## config.mk

```make
export PLATFORM = sky130hd
export DESIGN_NAME = qdrcd_datapath
export DESIGN_NICKNAME = d
export VERILOG_FILES = /design/src/qdrcd_pkg.sv /design/src/qdrcd_pair_buf.sv /design/src/qdrcd_datapath.sv
export SDC_FILE = /design/constraint.sdc
export NUM_CORES = 1
export LEC_CHECK = 0
export ABC_AREA = 1
export BUFFER_PORTS_ARGS = -buffer_cell sky130_fd_sc_hd__buf_2
export CORE_ASPECT_RATIO = 1.2
export CORE_MARGIN = 5
export CORE_UTILIZATION = 50
export DETAILED_ROUTE_END_ITERATION = 12
export GPL_TIMING_DRIVEN = 0
export HOLD_SLACK_MARGIN = 0.1
export PLACE_DENSITY = 0.87
export SYNTH_ARGS = -nofsm -noshare
export SYNTH_HDL_FRONTEND = slang
export SYNTH_SLANG_ARGS = --single-unit
```

## constraint.sdc

```tcl
create_clock -name mclk_i -period 3.32 [get_ports mclk_i]
set_clock_uncertainty 0.05 [all_clocks]
set_input_delay 0.83 -clock mclk_i [delete_from_list [all_inputs] [get_ports mclk_i]]
set_output_delay 0.83 -clock mclk_i [all_outputs]
set_load 0.01 [all_outputs]
```

## src/qdrcd_pkg.sv

```systemverilog
package qdrcd_pkg;
  // Memory clock cycle is four system clock cycles, one per quarter phase
  localparam logic [1:0] PH_LAUNCH  = 2'h0;
  localparam logic [1:0] PH_KRISE   = 2'h1;
  localparam logic [1:0] PH_LAUNCH2 = 2'h2;
  localparam logic [1:0] PH_LAST    = 2'h3;
  // Default widths and the echo delay, in system clock cycles
  localparam int unsigned DATA_W_DEF   = 18;
  localparam int unsigned ADDR_W_DEF   = 19;
  localparam int unsigned ECHO_DLY_DEF = 1;
  localparam int unsigned ECHO_HALF    = 2;
  localparam int unsigned DDR_WORDS    = 2;
  // Resynchronisation latency search range
  localparam int unsigned LAT_W   = 5;
  localparam int unsigned MAX_LAT = 31;
  localparam logic [4:0]  LAT_MAX = 5'h1f;
  localparam logic [4:0]  LAT_RST = 5'h00;
  // Training pattern, one word per half cycle
  localparam logic [17:0] CAL_RISE = 18'h2_a5a5;
  localparam logic [17:0] CAL_FALL = 18'h1_5a5a;
  // Read slots that the output buffer can absorb
  localparam logic [1:0]  CREDITS_RST = 2'h2;
  // Calibration states, one-hot
  typedef enum logic [4:0] {
    CAL_IDLE  = 5'h01,
    CAL_WRITE = 5'h02,
    CAL_READ  = 5'h04,
    CAL_WAIT  = 5'h08,
    CAL_DONE  = 5'h10
  } qdrcd_cal_state_t;
endpackage

```

## src/qdrcd_pair_buf.sv

```systemverilog
`timescale 1ns/10ps
`default_nettype none
module qdrcd_pair_buf #(
  parameter int unsigned W = 36
) (
  // Clock and reset
  input  wire logic         mclk_i,
  input  wire logic         resetn_i,
  // Fill side
  input  wire logic         in_valid_i,
  output logic              in_ready_o,
  input  wire logic [W-1:0] in_data_i,
  // Drain side
  output logic              out_valid_o,
  input  wire logic         out_ready_i,
  output logic [W-1:0]      out_data_o
);
  initial begin
    if (W < 1) $error("Buffer width must be at least one bit");
  end

  logic [W-1:0] mem_q [2];
  logic         wptr_q;
  logic         rptr_q;
  logic [1:0]   count_q;
  logic         push;
  logic         pop;

  // Full and empty come straight from the count
  assign in_ready_o  = (count_q != 2'h2);
  assign out_valid_o = (count_q != 2'h0);
  assign out_data_o  = mem_q[rptr_q];
  assign push        = in_valid_i && in_ready_o;
  assign pop         = out_valid_o && out_ready_i;

  // Storage is written only, no reset needed on data
  always_ff @(posedge mclk_i) begin
    if (push) begin
      mem_q[wptr_q] <= in_data_i;
    end
  end

  // Pointers and occupancy
  always_ff @(posedge mclk_i or negedge resetn_i) begin
    if (!resetn_i) begin
      wptr_q  <= 1'b0;
      rptr_q  <= 1'b0;
      count_q <= 2'h0;
    end else begin
      if (push) wptr_q <= ~wptr_q;
      if (pop) rptr_q <= ~rptr_q;
      count_q <= count_q + {1'b0, push} - {1'b0, pop};
    end
  end
endmodule
`default_nettype wire

```

## src/qdrcd_datapath.sv

```systemverilog
`timescale 1ns/10ps
`default_nettype none
// Functional notes
// - Launch and memory-clock source share frequency; memory clock lags 90 degrees.
// - Address, command and write data leave on the launch phase.
// - Memory clock pair comes from the lagging phase, centred in each word.
// - All memory outputs, clock pair included, leave from one matched output bank.
// - A shifted copy of the positive echo clock samples read data.
// - Captured read data moves into the system domain before use.
// - Negative echo clock is unused in clock-generator capture mode.
// - Echo clock is delayed so sampling sits mid data window.
// - Delay-line mode: shifted echo clocks drive strobe and inverted strobe.
// - At start-up a dummy write then read sets the resync latency.
// - Read data is double rate: one word per echo half cycle.
// - Delay-line mode recaptures on the same delayed positive echo edge.
module qdrcd_datapath #(
  parameter int unsigned DATA_W         = qdrcd_pkg::DATA_W_DEF,
  parameter int unsigned ADDR_W         = qdrcd_pkg::ADDR_W_DEF,
  parameter int unsigned ECHO_DLY       = qdrcd_pkg::ECHO_DLY_DEF,
  parameter bit          USE_DELAY_LINE = 1'b0
) (
  // Clock and reset
  input  wire logic              mclk_i,
  input  wire logic              resetn_i,
  // User command port
  output logic                   cmd_ready_o,
  input  wire logic              wr_req_i,
  input  wire logic              rd_req_i,
  input  wire logic [ADDR_W-1:0] addr_i,
  input  wire logic [DATA_W-1:0] wdata_rise_i,
  input  wire logic [DATA_W-1:0] wdata_fall_i,
  // User read data
  output logic                   rdata_valid_o,
  input  wire logic              rdata_ready_i,
  output logic [DATA_W-1:0]      rdata_rise_o,
  output logic [DATA_W-1:0]      rdata_fall_o,
  // Calibration status
  output logic                   cal_done_o,
  output logic [4:0]             cal_latency_o,
  // Memory outputs
  output logic                   mem_k_o,
  output logic                   mem_k_n_o,
  output logic [ADDR_W-1:0]      mem_addr_o,
  output logic                   mem_wr_n_o,
  output logic                   mem_rd_n_o,
  output logic [DATA_W-1:0]      mem_d_o,
  // Memory inputs
  input  wire logic              echo_clock_p_i,
  input  wire logic              echo_clock_n_i,
  input  wire logic [DATA_W-1:0] mem_q_i
);
  initial begin
    if (DATA_W < 1 || DATA_W > 18) $error("DATA_W must be 1 to 18");
    if (ADDR_W < 1) $error("ADDR_W must be at least 1");
    if (ECHO_DLY < 1 || ECHO_DLY >= qdrcd_pkg::ECHO_HALF) $error("ECHO_DLY out of range");
  end

  localparam logic [DATA_W-1:0] PAT_RISE = qdrcd_pkg::CAL_RISE[DATA_W-1:0];
  localparam logic [DATA_W-1:0] PAT_FALL = qdrcd_pkg::CAL_FALL[DATA_W-1:0];

  qdrcd_pkg::qdrcd_cal_state_t cal_q;
  logic [1:0]                  phase_q;
  logic                        k_q;
  logic [DATA_W-1:0]           fall_hold_q;
  logic                        launch_fire;
  logic                        launch_wr;
  logic                        launch_rd;
  logic [ADDR_W-1:0]           launch_addr;
  logic [DATA_W-1:0]           launch_rise;
  logic [DATA_W-1:0]           launch_fall;
  logic                        cmd_accept;
  logic [1:0]                  credits_q;
  logic [ECHO_DLY-1:0]         p_sh_q;
  logic                        strobe;
  logic                        strobe_prev_q;
  logic                        strobe_rise;
  logic                        strobe_inv_rise;
  logic [DATA_W-1:0]           rise_cap_q;
  logic [DATA_W-1:0]           fall_cap_q;
  logic                        fall_seen_q;
  logic [DATA_W-1:0]           pair_rise_q;
  logic [DATA_W-1:0]           pair_fall_q;
  logic                        pair_vld_q;
  logic                        pair_match;
  logic [4:0]                  cal_cnt_q;
  logic [4:0]                  lat_q;
  logic [qdrcd_pkg::MAX_LAT-1:0] pipe_q;
  logic                        deliver;
  logic                        buf_in_ready;
  logic                        pop;

  // Quarter-phase generator: launch on phase 0, memory clock a quarter later
  always_ff @(posedge mclk_i or negedge resetn_i) begin
    if (!resetn_i) begin
      phase_q <= qdrcd_pkg::PH_LAUNCH;
      k_q     <= 1'b0;
    end else begin
      phase_q <= phase_q + 2'h1;
      if (phase_q == qdrcd_pkg::PH_LAUNCH) k_q <= 1'b1;
      else if (phase_q == qdrcd_pkg::PH_LAUNCH2) k_q <= 1'b0;
    end
  end

  // Commands are taken only once trained and while a read has a buffer slot
  assign cmd_ready_o = (cal_q == qdrcd_pkg::CAL_DONE) && (phase_q == qdrcd_pkg::PH_LAST)
                       && (credits_q != 2'h0);
  assign cmd_accept  = cmd_ready_o && (wr_req_i || rd_req_i);

  // Launch source: training traffic first, user traffic after
  always_comb begin
    launch_wr   = 1'b0;
    launch_rd   = 1'b0;
    launch_addr = addr_i;
    launch_rise = wdata_rise_i;
    launch_fall = wdata_fall_i;
    if (phase_q == qdrcd_pkg::PH_LAST) begin
      if (cal_q == qdrcd_pkg::CAL_WRITE) begin
        launch_wr   = 1'b1;
        launch_addr = '0;
        launch_rise = PAT_RISE;
        launch_fall = PAT_FALL;
      end else if (cal_q == qdrcd_pkg::CAL_READ) begin
        launch_rd   = 1'b1;
        launch_addr = '0;
      end else if (cmd_accept) begin
        launch_wr = wr_req_i;
        launch_rd = rd_req_i;
      end
    end
  end
  assign launch_fire = launch_wr || launch_rd;

  // Output bank: every memory pin leaves from flops on the same clock
  always_ff @(posedge mclk_i or negedge resetn_i) begin
    if (!resetn_i) begin
      mem_addr_o  <= '0;
      mem_wr_n_o  <= 1'b1;
      mem_rd_n_o  <= 1'b1;
      mem_d_o     <= '0;
      fall_hold_q <= '0;
      mem_k_o     <= 1'b0;
      mem_k_n_o   <= 1'b1;
    end else begin
      // Pair follows the source phase directly; a second stage would push K onto word edges
      if (phase_q == qdrcd_pkg::PH_LAUNCH) begin
        mem_k_o   <= 1'b1;
        mem_k_n_o <= 1'b0;
      end else if (phase_q == qdrcd_pkg::PH_LAUNCH2) begin
        mem_k_o   <= 1'b0;
        mem_k_n_o <= 1'b1;
      end
      if (phase_q == qdrcd_pkg::PH_LAST) begin
        mem_addr_o  <= launch_addr;
        mem_wr_n_o  <= ~launch_wr;
        mem_rd_n_o  <= ~launch_rd;
        mem_d_o     <= launch_rise;
        fall_hold_q <= launch_fall;
      end else if (phase_q == qdrcd_pkg::PH_KRISE) begin
        mem_d_o <= fall_hold_q; // Second word of the pair
      end
    end
  end

  // Echo clock delay line puts the sampling edge mid window
  always_ff @(posedge mclk_i or negedge resetn_i) begin
    if (!resetn_i) begin
      p_sh_q        <= '0;
      strobe_prev_q <= 1'b0;
    end else begin
      p_sh_q        <= ECHO_DLY'({p_sh_q, echo_clock_p_i});
      strobe_prev_q <= strobe;
    end
  end
  assign strobe      = p_sh_q[ECHO_DLY-1];
  assign strobe_rise = strobe && !strobe_prev_q;

  // Inverted strobe: delayed negative echo, or the falling positive echo
  if (USE_DELAY_LINE) begin : g_dly
    logic [ECHO_DLY-1:0] n_sh_q;
    logic                n_prev_q;
    always_ff @(posedge mclk_i or negedge resetn_i) begin
      if (!resetn_i) begin
        n_sh_q   <= '0;
        n_prev_q <= 1'b0;
      end else begin
        n_sh_q   <= ECHO_DLY'({n_sh_q, echo_clock_n_i});
        n_prev_q <= n_sh_q[ECHO_DLY-1];
      end
    end
    assign strobe_inv_rise = n_sh_q[ECHO_DLY-1] && !n_prev_q;
  end else begin : g_pll
    // Negative echo input is deliberately left unread here
    assign strobe_inv_rise = !strobe && strobe_prev_q;
  end

  // Capture one word per half cycle, recapture the pair on the next strobe rise
  always_ff @(posedge mclk_i or negedge resetn_i) begin
    if (!resetn_i) begin
      rise_cap_q  <= '0;
      fall_cap_q  <= '0;
      fall_seen_q <= 1'b0;
      pair_rise_q <= '0;
      pair_fall_q <= '0;
      pair_vld_q  <= 1'b0;
    end else begin
      pair_vld_q <= 1'b0;
      if (strobe_inv_rise) begin
        fall_cap_q  <= mem_q_i;
        fall_seen_q <= 1'b1;
      end
      if (strobe_rise) begin
        rise_cap_q  <= mem_q_i;
        pair_rise_q <= rise_cap_q;
        pair_fall_q <= fall_cap_q;
        pair_vld_q  <= fall_seen_q;
        fall_seen_q <= strobe_inv_rise;
      end
    end
  end
  assign pair_match = (pair_rise_q == PAT_RISE) && (pair_fall_q == PAT_FALL);

  // Training: write pattern, read it back, count cycles to the first match
  always_ff @(posedge mclk_i or negedge resetn_i) begin
    if (!resetn_i) begin
      cal_q     <= qdrcd_pkg::CAL_IDLE;
      cal_cnt_q <= qdrcd_pkg::LAT_RST;
      lat_q     <= qdrcd_pkg::LAT_RST;
    end else begin
      case (cal_q)
        qdrcd_pkg::CAL_IDLE:  cal_q <= qdrcd_pkg::CAL_WRITE;
        qdrcd_pkg::CAL_WRITE: if (launch_wr) cal_q <= qdrcd_pkg::CAL_READ;
        qdrcd_pkg::CAL_READ: begin
          if (launch_rd) begin
            cal_q     <= qdrcd_pkg::CAL_WAIT;
            cal_cnt_q <= 5'h01;
          end
        end
        qdrcd_pkg::CAL_WAIT: begin
          if (pair_vld_q && pair_match) begin
            lat_q <= cal_cnt_q;
            cal_q <= qdrcd_pkg::CAL_DONE;
          end else if (cal_cnt_q == qdrcd_pkg::LAT_MAX) begin
            cal_q <= qdrcd_pkg::CAL_WRITE; // No matching read-back: train again
          end else begin
            cal_cnt_q <= cal_cnt_q + 5'h01;
          end
        end
        qdrcd_pkg::CAL_DONE:  cal_q <= qdrcd_pkg::CAL_DONE;
        default:              cal_q <= qdrcd_pkg::CAL_IDLE;
      endcase
    end
  end
  assign cal_done_o    = (cal_q == qdrcd_pkg::CAL_DONE);
  assign cal_latency_o = lat_q;

  // Read markers age by one per cycle; the calibrated tap releases the pair
  always_ff @(posedge mclk_i or negedge resetn_i) begin
    if (!resetn_i) begin
      pipe_q <= '0;
    end else begin
      pipe_q <= {pipe_q[qdrcd_pkg::MAX_LAT-2:0], launch_rd && cal_done_o};
    end
  end
  assign deliver = cal_done_o && (lat_q != 5'h00) && pipe_q[lat_q - 5'h01];

  // Credits cover in-flight reads plus buffered words, so no push is refused
  always_ff @(posedge mclk_i or negedge resetn_i) begin
    if (!resetn_i) begin
      credits_q <= qdrcd_pkg::CREDITS_RST;
    end else begin
      credits_q <= credits_q - {1'b0, cmd_accept && rd_req_i} + {1'b0, pop};
    end
  end
  assign pop = rdata_valid_o && rdata_ready_i;

  qdrcd_pair_buf #(
    .W (2 * DATA_W)
  ) u_buf (
    .mclk_i      (mclk_i),
    .resetn_i    (resetn_i),
    .in_valid_i  (deliver),
    .in_ready_o  (buf_in_ready),
    .in_data_i   ({pair_rise_q, pair_fall_q}),
    .out_valid_o (rdata_valid_o),
    .out_ready_i (rdata_ready_i),
    .out_data_o  ({rdata_rise_o, rdata_fall_o})
  );
endmodule
`default_nettype wire

```

* Word-level counts from Yosys, hierarchy flattened
Memories as Yosys holds them, arrays and structs flattened. Cells that the tools add are included. Widths: inputs -> output; s select.
Cells by class: mux-type cells 34, equal/unequal tests 17, order comparisons 1, bitwise gates (word level) 4, $add $sub $neg 7, reduce and logical (&&, ||, !) cells 27, shift-type cells 0, div/mod/pow operators 0, $mul 0
Operator list (number):
- $mux 18 | 4
- $mux 19 | 2
- $mux 5 | 7
- $pmux 5 s5 | 1
- $eq 18x17->1 const B | 1
- $eq 18x18->1 const B | 1
- $mux 1 | 18
- $logic_and 1x1->1 | 13
- $reduce_bool 2->1 | 6
- $eq 5x5->1 const B | 2
- $ne 2x2->1 const B | 5
- $pmux 5 s2 | 1
- $lt 5x6->1 const B | 1
- $add 5x1->5 const B | 1
- $bmux 1 s5 | 1
- $eq 5x1->1 const B | 1
- $eq 5x2->1 const B | 1
- $eq 5x3->1 const B | 1
- $eq 5x4->1 const B | 1
- $reduce_bool 5->1 | 1
- $sub 5x1->5 const B | 1
- $add 2x1->2 | 2
- $eq 2x2->1 const B | 2
- $not 1->1 | 4
- other kinds (10) | 12
Storage, ports and cells: bits in latches 0, RAM bits 72, bits in registers 189, memories kept 1, ROM bits 0, word-level logic and storage cells 115, input port bits 80
Memory list:
- u_buf.mem_q | depth 2, bits a word 36, rd ports 1, clocked after Yosys merged registers in 0, wr ports 1, RTL line qdrcd_pair_buf.sv:22 | logic [W-1:0] mem_q [2];

* Longest topological paths before layout
Gate-level depths: netlist of the first run.
depth in word-level cells 10, mapped depth 16, mapped depth without buffers 14

* By module
A second synthesis of the first run with hierarchy kept.
Second synthesis, totals: cells, all modules 935, area total of the unflattened synthesis 10328.7 um^2
By module, submodules not included:
- qdrcd_datapath | cells each 716, instances 1, area each 7467.2 um^2
- qdrcd_pair_buf | cells each 219, instances 1, area each 2861.5 um^2

* Worst setup path before layout of the first run
No wires, ideal clock.
kind register to register, start register lat_q[0], in the netlist cal_latency_o[0], end memory u_buf.mem_q[1][0], enable pin, cell stages (with the launch flop) 14, required time 2.841 ns, data arrival time 3.213 ns, path slack -0.372 ns, cells stage by stage dfrtp_1 buf_6 inv_6 buf_6 ha_1 buf_2 inv_1 nand2_1 nand3_1 nand3_1 nand3_1 nand2_1 nand2_2 nor2_1
On the way: cells in the longest elaborated chain, start to end 7, elaborated cells on any way between the ends 9
Ends and longest elaborated chain:
- from (decl) | RTL line qdrcd_datapath.sv:86 | logic [4:0] lat_q;
- from (signal assigned) | RTL line qdrcd_datapath.sv:227 | lat_q <= qdrcd_pkg::LAT_RST;
- from (signal assigned) | RTL line qdrcd_datapath.sv:240 | lat_q <= cal_cnt_q;
- $sub 5x1->5 | RTL line qdrcd_datapath.sv:264 | assign deliver = cal_done_o && (lat_q != 5'h00) && pipe_q[lat_q - 5'h01];
- $bmux 1 s5 | RTL line qdrcd_datapath.sv:264
- $mux 1 (implied by the code) | RTL line qdrcd_datapath.sv:264
- $logic_and 1x1->1 * | RTL line qdrcd_datapath.sv:264
- $logic_and 1x1->1 * | RTL line qdrcd_pair_buf.sv:33 | assign push = in_valid_i && in_ready_o;
- $mux 1 * | RTL line qdrcd_pair_buf.sv:38 | if (push) begin
- $mux 1 (implied by the code) * | RTL line qdrcd_pair_buf.sv:39 | mem_q[wptr_q] <= in_data_i;
- to (decl) | RTL line qdrcd_pair_buf.sv:22
Mark *: on every way between the ends. The rest lies on a longest branch, timed or not. The select of a mux whose other input is x is not followed.

* Worst setup path in the final report of the first run
start register lat_q[0], in the netlist cal_latency_o[0], end memory u_buf.mem_q[0][21], enable pin
Same word-level chain as after synthesis.

==> flow_metrics.tcl, run 1 <==
set metrics [dict create \
    yosys.area.top_type_share 0.451 \
    fmax_mhz 329 \
    via_per_inst 5.26 \
    synth_flop_cell "dfrtp_1" \
    worst_pin_slew_ps 796 \
    critical_path_class "reg -> reg" \
    core_mm2 0.0202 \
    fin_ws_ps 276 \
    syn_inst 937 \
    cts_tree "done" \
    dpl_cell_area_mm2 0.0114 \
    slew_headroom 0.470 \
    final_layout_size_suffix_gt1_frac 0.223 \
    die_x_um 140 \
    yosysWarnings 0 \
    wire_per_inst_um 16.9 \
    worst_ep_arrival_time_ps 3120 \
    area_growth_pct 20.4 \
    grt_antenna_before_repair 4 \
    cts_buffers 24 \
    drc 0 \
    yosysTopAreaCell "dfrtp_1" \
    synthesis.area_mm2 0.0102 \
    io_buffers 163 \
    yosys-top-cells-area "dfrtp_1, edfxtp_1, nand2_1" \
    ant_nets 0 \
    grt_max_degree 103 \
    grt_util_all_layers 0.202 \
    rsz0062_at_grt "no" \
    ys_seq_elements 261 \
    detail_route.wirelength_um 23900 \
    drt-initial-drc-count 635 \
    initial_core_util 0.506 \
    clk_pin_slew_ps 70 \
    die_area_mm2 0.0234 \
    gp_congestion 0.900 \
    hpwl_um 16700 \
    gr-total-overflow 0 \
    fin_worst_hold_slack_ps 275 \
    nets 1223 \
    power_density_mw_per_mm2 633 \
    syn_nets 1031 \
    ys_seq_area_frac 0.676 \
    first_pass_iters 5 \
    cts_setup_buffers 0 \
    fillerInstances 1494 \
    synth_common_cells "nand2_1, dfrtp_1, inv_1" \
    finalCritPeriodShare 0.917 \
    grt_pass1_vias 7547 \
    worstPathMaxFanout 18 \
    synth_cell_types 38 \
    status "finished clean" \
    fp-row-count 57 \
    postLayoutCellArea_mm2 0.0123 \
    place_ws_ps -74.4 \
    die_h_um 167 \
    clock-sinks 261 \
    ys_async_sr_fraction 0.724 \
    clk_path_buf_depth 3 \
    setup-violations-final 0 \
    cap_violations 0 \
    slew_violations 0 \
    yosysMostFrequentCell "nand2_1" \
    worstSkewPairLatency_ps 520 \
    leakagePower_nw 5.75 \
    cts_root_buf "clkbuf_16" \
    cp.required_ps 3400 \
    startpoint_type "flop" \
    cts.htree.levels 1 \
    synth.avg_cell_area_um2 10.9 \
    tns_ps 0 \
    peakVddDrop_uv 371 \
    grt_pass1_wl_um 38500 \
    crit_path_end_kind "flop" \
    finalCriticalPeriod_ps 3040 \
    num_vias 7426 \
    hold_path.class "in -> async" \
    io-pin-count 165 \
    synth_edf_count 72 \
    hold_viol 0 \
]
worst paths after layout:
check                      slack [ps]  depth (start not counted)                  to             start
hold / removal                    280                          1          phase_q[0]          resetn_i
setup / recovery                  280                         13  u_buf.mem_q[0][21]  cal_latency_o[0]
max in group asynchronous        2040                          2        credits_q[1]          resetn_i
min in group mclk_i               320                          0           pipe_q[2]         pipe_q[1]
hold reg to reg                   320                          0           pipe_q[2]         pipe_q[1]
setup reg to reg                  280                         13  u_buf.mem_q[0][21]  cal_latency_o[0]
layout by cell type, fill, tap and decap left out, drive strengths merged, types with 9 or more instances in the layout:
master,n
dfrtp,184
ha,14
o221ai,9
nor2,62
nand3,41
inv,88
buf,193
a31oi,9
clkbuf,43
a21oi,27
nand2,261
mux2,11
edfxtp,72
a22o,10
a32o,19
o21ai,60
where the power goes:
part           internal, mW  switching (mW)  total (mW)
Combinational         0.409           0.731        1.14
Clock                  1.74            1.19        2.94
Sequential             3.55           0.151        3.70
cells by family after synthesis:
family / count (synthesis) / synth area share
AO/OA/AOI/OAI: 138 / 0.0865
XOR/XNOR: 6 / 0.00515
adder cells (fa/ha/maj): 14 / 0.0172
buffers and inverters: 130 / 0.0541
flip-flops: 261 / 0.676
multiplexers: 11 / 0.0121
AND/OR/NAND/NOR: 377 / 0.149
routing by layer:
layer / vias up / wire (um) / track usage
met3: 73 / 1750 / 0.0462
li1: 3492 / - / -
met2: 304 / 11900 / 0.345
met1: 3549 / 9250 / 0.251
met4: 8 / 936 / 0.0754
met5: - / 47 / 0
state kept, by name, indices dropped and copies added (netlist names), 2 cells and up:
signal         flops
rise_cap_q        18
pipe_q            31
phase_q            2
cal_q              5
u_buf.count_q      2
pair_rise_q       18
credits_q          2
mem_d_o           18
cal_latency_o      5
fall_cap_q        18
mem_addr_o        19
cal_cnt_q          5
pair_fall_q       18
u_buf.mem_q       72
fall_hold_q       18
layout make-up:
type | instances | area (um2) | share of cell area
buffer | 43 | 220 | 0.0179
clock buffer | 28 | 658 | 0.0535
inverter | 87 | 335 | 0.0273
timing repair inverter | 1 | 7.51 | 0.000611
tap | 265 | 332 | 0.0270
multi-input combinational | 546 | 2770 | 0.225
clock inverter | 16 | 198 | 0.0161
antenna | 1 | 2.50 | 0.000204
timing repair buffer | 165 | 873 | 0.0711
sequential | 261 | 6900 | 0.561
timing repair:
action | in CTS | in global routing
hold endpoints to repair | 0 | 0
cloned | 0 | 1
hold buffers | 0 | 0
pin swaps | 0 | 0
resized for setup | 1 | 1
endpoints found under the setup margin | 36 | 36
stage by stage:
| step | power (mW) | instances | util |
|---|---|---|---|
| after global placement | 4.84 | 1365 | 0.563 |
| after CTS | 7.82 | 1411 | 0.608 |
| after detailed placement | 4.90 | 1367 | 0.566 |
| final | 7.78 | 1413 | 0.609 |
| after floorplan | 4.35 | 937 | - |
| after global routing | 8.13 | 1412 | 0.609 |
worst max-delay path, stage by stage, from the launching register on:
cell and delay, ps:
dfrtp_1 380, buf_6 150, inv_6 100, buf_6 140
ha_1 230, buf_2 190, inv_1 230, nand3_1 130
nand3_1 100, nand3_1 70, nand3_1 100, nand2_1 90
nand3_1 220, clkinvlp_4 440
Note: power is estimated with default switching activity, not from simulation.
==> inputs of run 2 (changes only) <==
--- a/config.mk
+++ b/config.mk
@@ -5,7 +5,6 @@
 export SDC_FILE = /design/constraint.sdc
 export NUM_CORES = 1
 export LEC_CHECK = 0
-export ABC_AREA = 1
 export BUFFER_PORTS_ARGS = -buffer_cell sky130_fd_sc_hd__buf_2
 export CORE_ASPECT_RATIO = 1.2
 export CORE_MARGIN = 5
==> flow_metrics.tcl, run 2 <==
set metrics [dict create \
    status "finished clean" \
    place_ws_ps -588 \
    worstPathCellList "clkbuf_1 > clkbuf_2 > mux2_2 > buf_2" \
    switchingPower_mw 1.86 \
    top_register "u_buf.mem_q" \
    nets 953 \
    num_vias 6148 \
    finalCritPeriodShare 0.923 \
    gp_congestion 0.825 \
    grt_antenna_before_repair 2 \
    rsz0062_at_grt "no" \
    cts_buffers 24 \
    cp.required_ps 2440 \
    fp-row-count 57 \
    grt_pass1_wl_um 35100 \
    grt_pass1_vias 6530 \
    hold_viol 0 \
    gr-usage-met3 0.0321 \
    ant_nets 0 \
    first_pass_iters 4 \
    clkPwrFrac 0.369 \
    final_cell_mix "dfrtp_1, buf_2, mux2_2" \
    crit_path_end_kind "output pin" \
    die_x_um 140 \
    cts_tree "done" \
    seq_power_share 0.499 \
    detail_route.wirelength_um 22200 \
    comb_power_share 0.132 \
    synth_cell_types 46 \
    io_buffers 163 \
    core_mm2 0.0202 \
    crit_start "u_buf.rptr_q" \
    wire_per_inst_um 19.5 \
    grt_util_all_layers 0.186 \
    synth_edf_count 72 \
    swShare 0.245 \
    worstSkewPairLatency_ps 510 \
    crit_slowest_cell "clkbuf_2" \
    clk_pin_slew_ps 60 \
    die_h_um 166 \
    synth_flop_cell "dfrtp_1" \
    p_int_mw 5.76 \
    fin_ws_ps 256 \
    yosysMostFrequentCell "dfrtp_1" \
    met1_usage 0.247 \
    yosys-top-cells-area "dfrtp_1, edfxtp_1, mux2_2" \
    cts_root_buf "clkbuf_16" \
    grt_max_degree 111 \
    initial_core_util 0.505 \
    slew_violations 0 \
    ys_seq_elements 261 \
    worst_pin_slew_ps 732 \
    peakVddDrop_uv 414 \
    yosysWarnings 0 \
    yosysTopAreaCell "dfrtp_1" \
    top_regs "u_buf.mem_q x72, pipe_q x31, mem_addr_o x19" \
    worst_ep_arrival_time_ps 2180 \
    startpoint_type "flop" \
    finalCriticalPeriod_ps 3060 \
    via_per_inst 5.38 \
    final_layout_size_suffix_gt1_frac 0.391 \
    slew_headroom 0.509 \
    ys_async_sr_fraction 0.724 \
    area_growth_pct 20.8 \
    gr-total-overflow 0 \
    clk_path_buf_depth 3 \
    power_density_mw_per_mm2 619 \
    hpwl_um 14700 \
    grtUsageMet2 0.314 \
    worstPathMaxFanout 10 \
    synthesis.area_mm2 0.0102 \
    syn_inst 661 \
    hold_path.class "in -> async" \
    fmax_mhz 326 \
    critical_path_class "reg -> out" \
    layout_commonest_cell "dfrtp_1" \
    setup-violations-final 0 \
    clock-sinks 261 \
    leakagePower_nw 5.42 \
    largest_reg_flops 72 \
    r2r_start "cal_latency_o[0]" \
    io-pin-count 165 \
    max_stage_delay_ps 430 \
    synth.avg_cell_area_um2 15.4 \
    yosys.area.top_type_share 0.451 \
    synth_common_cells "dfrtp_1, mux2_2, edfxtp_1" \
    grt_busiest_layer "met2" \
    syn_nets 755 \
    drc 0 \
    cts.htree.levels 1 \
    cap_violations 0 \
    p_total_mw 7.63 \
    drt-initial-drc-count 397 \
    die_area_mm2 0.0234 \
    ys_seq_area_frac 0.676 \
]
[run 2: changes by cell type after synthesis, sizes merged, moves of 12 or more]
| cell | previous run | this run |
|---|---|---|
| clkbuf | 15 | 27 |
| a32o | 19 | 0 |
| a22o | 10 | 22 |
| nand3 | 41 | 14 |
| inv | 87 | 16 |
| nand2 | 261 | 25 |
| buf | 28 | 6 |
| mux2 | 11 | 113 |
| a21oi | 27 | 12 |
| o21ai | 60 | 20 |
| mux2i | 0 | 23 |
| nor2 | 62 | 25 |
[run 2: worst max-delay path: cells and delay by family (launching register included)]
family	cells	cell delay, ps
buf+inv	3	950
mux	1	410
flops	1	320
[run 2: kinds of logic after synthesis]
family                     Yosys count  synth area share
AOI/OAI and AO/OA                   82            0.0596
xor gates and xnor gates            11            0.0109
buffers and inverters               49            0.0188
and+or+nand+nor                    101            0.0524
DFF                                261             0.676
muxes                              143             0.165
adders and majority gates           14            0.0172
[run 2: worst paths after layout]
path | endpoint | slack [ps] | depth (start not counted)
worst max-delay path | rdata_rise_o[13] | 260 | 4
worst min-delay path | pipe_q[23] | 230 | 1
worst max register to register | u_buf.mem_q[0][13] | 330 | 11
worst min register to register | pipe_q[27] | 320 | 0
max in group asynchronous | pair_fall_q[13] | 2050 | 2
min in group mclk_i | pipe_q[27] | 320 | 0
[run 2: stage by stage]
step / utilization / hold slack [ps] / std cells / cell area, um2 / setup TNS [ps]
floorplan: - / 296 / 661 / 10200 / 0
global placement: 0.563 / 300 / 1089 / 11400 / -310150
detailed placement: 0.565 / 306 / 1090 / 11400 / -37480
CTS: 0.608 / 255 / 1137 / 12300 / 0
global route: 0.611 / 269 / 1143 / 12300 / 0
finish: 0.611 / 228 / 1143 / 12300 / 0
[run 2: timing repair]
action,4_1_cts,5_1_grt
cloned,2,1
buffers inserted,2,4
hold buffers,0,0
setup endpoints to repair,90,82
resized for setup,5,2
pin swaps,1,3
[run 2: routing by layer]
layer,part of all wire,routed length (um),vias to the layer above
li1,-,-,2820
met2,0.50,11200,185
met1,0.41,9220,3098
met3,0.055,1220,43
met5,0.00031,7,-
met4,0.028,622,2
[run 2: cell type report]
class,count,area (um2)
multi-input combinational,354,3150
buffer,32,131
sequential,261,6900
antenna,1,2.50
timing repair buffer,170,936
clock inverter,9,111
fill,1440,7860
clock buffer,35,703
tap,265,332
inverter,16,60.1
[run 2: power groups by stage]
stage,Clock (mW),Sequential (mW),Combinational (mW)
5_1_grt,2.99,3.83,1.10
6_report,2.82,3.80,1.01
3_3_place_gp,0,3.84,0.987
3_5_place_dp,0,3.85,1.02
4_1_cts,2.86,3.80,1.03
2_1_floorplan,0,3.80,0.626
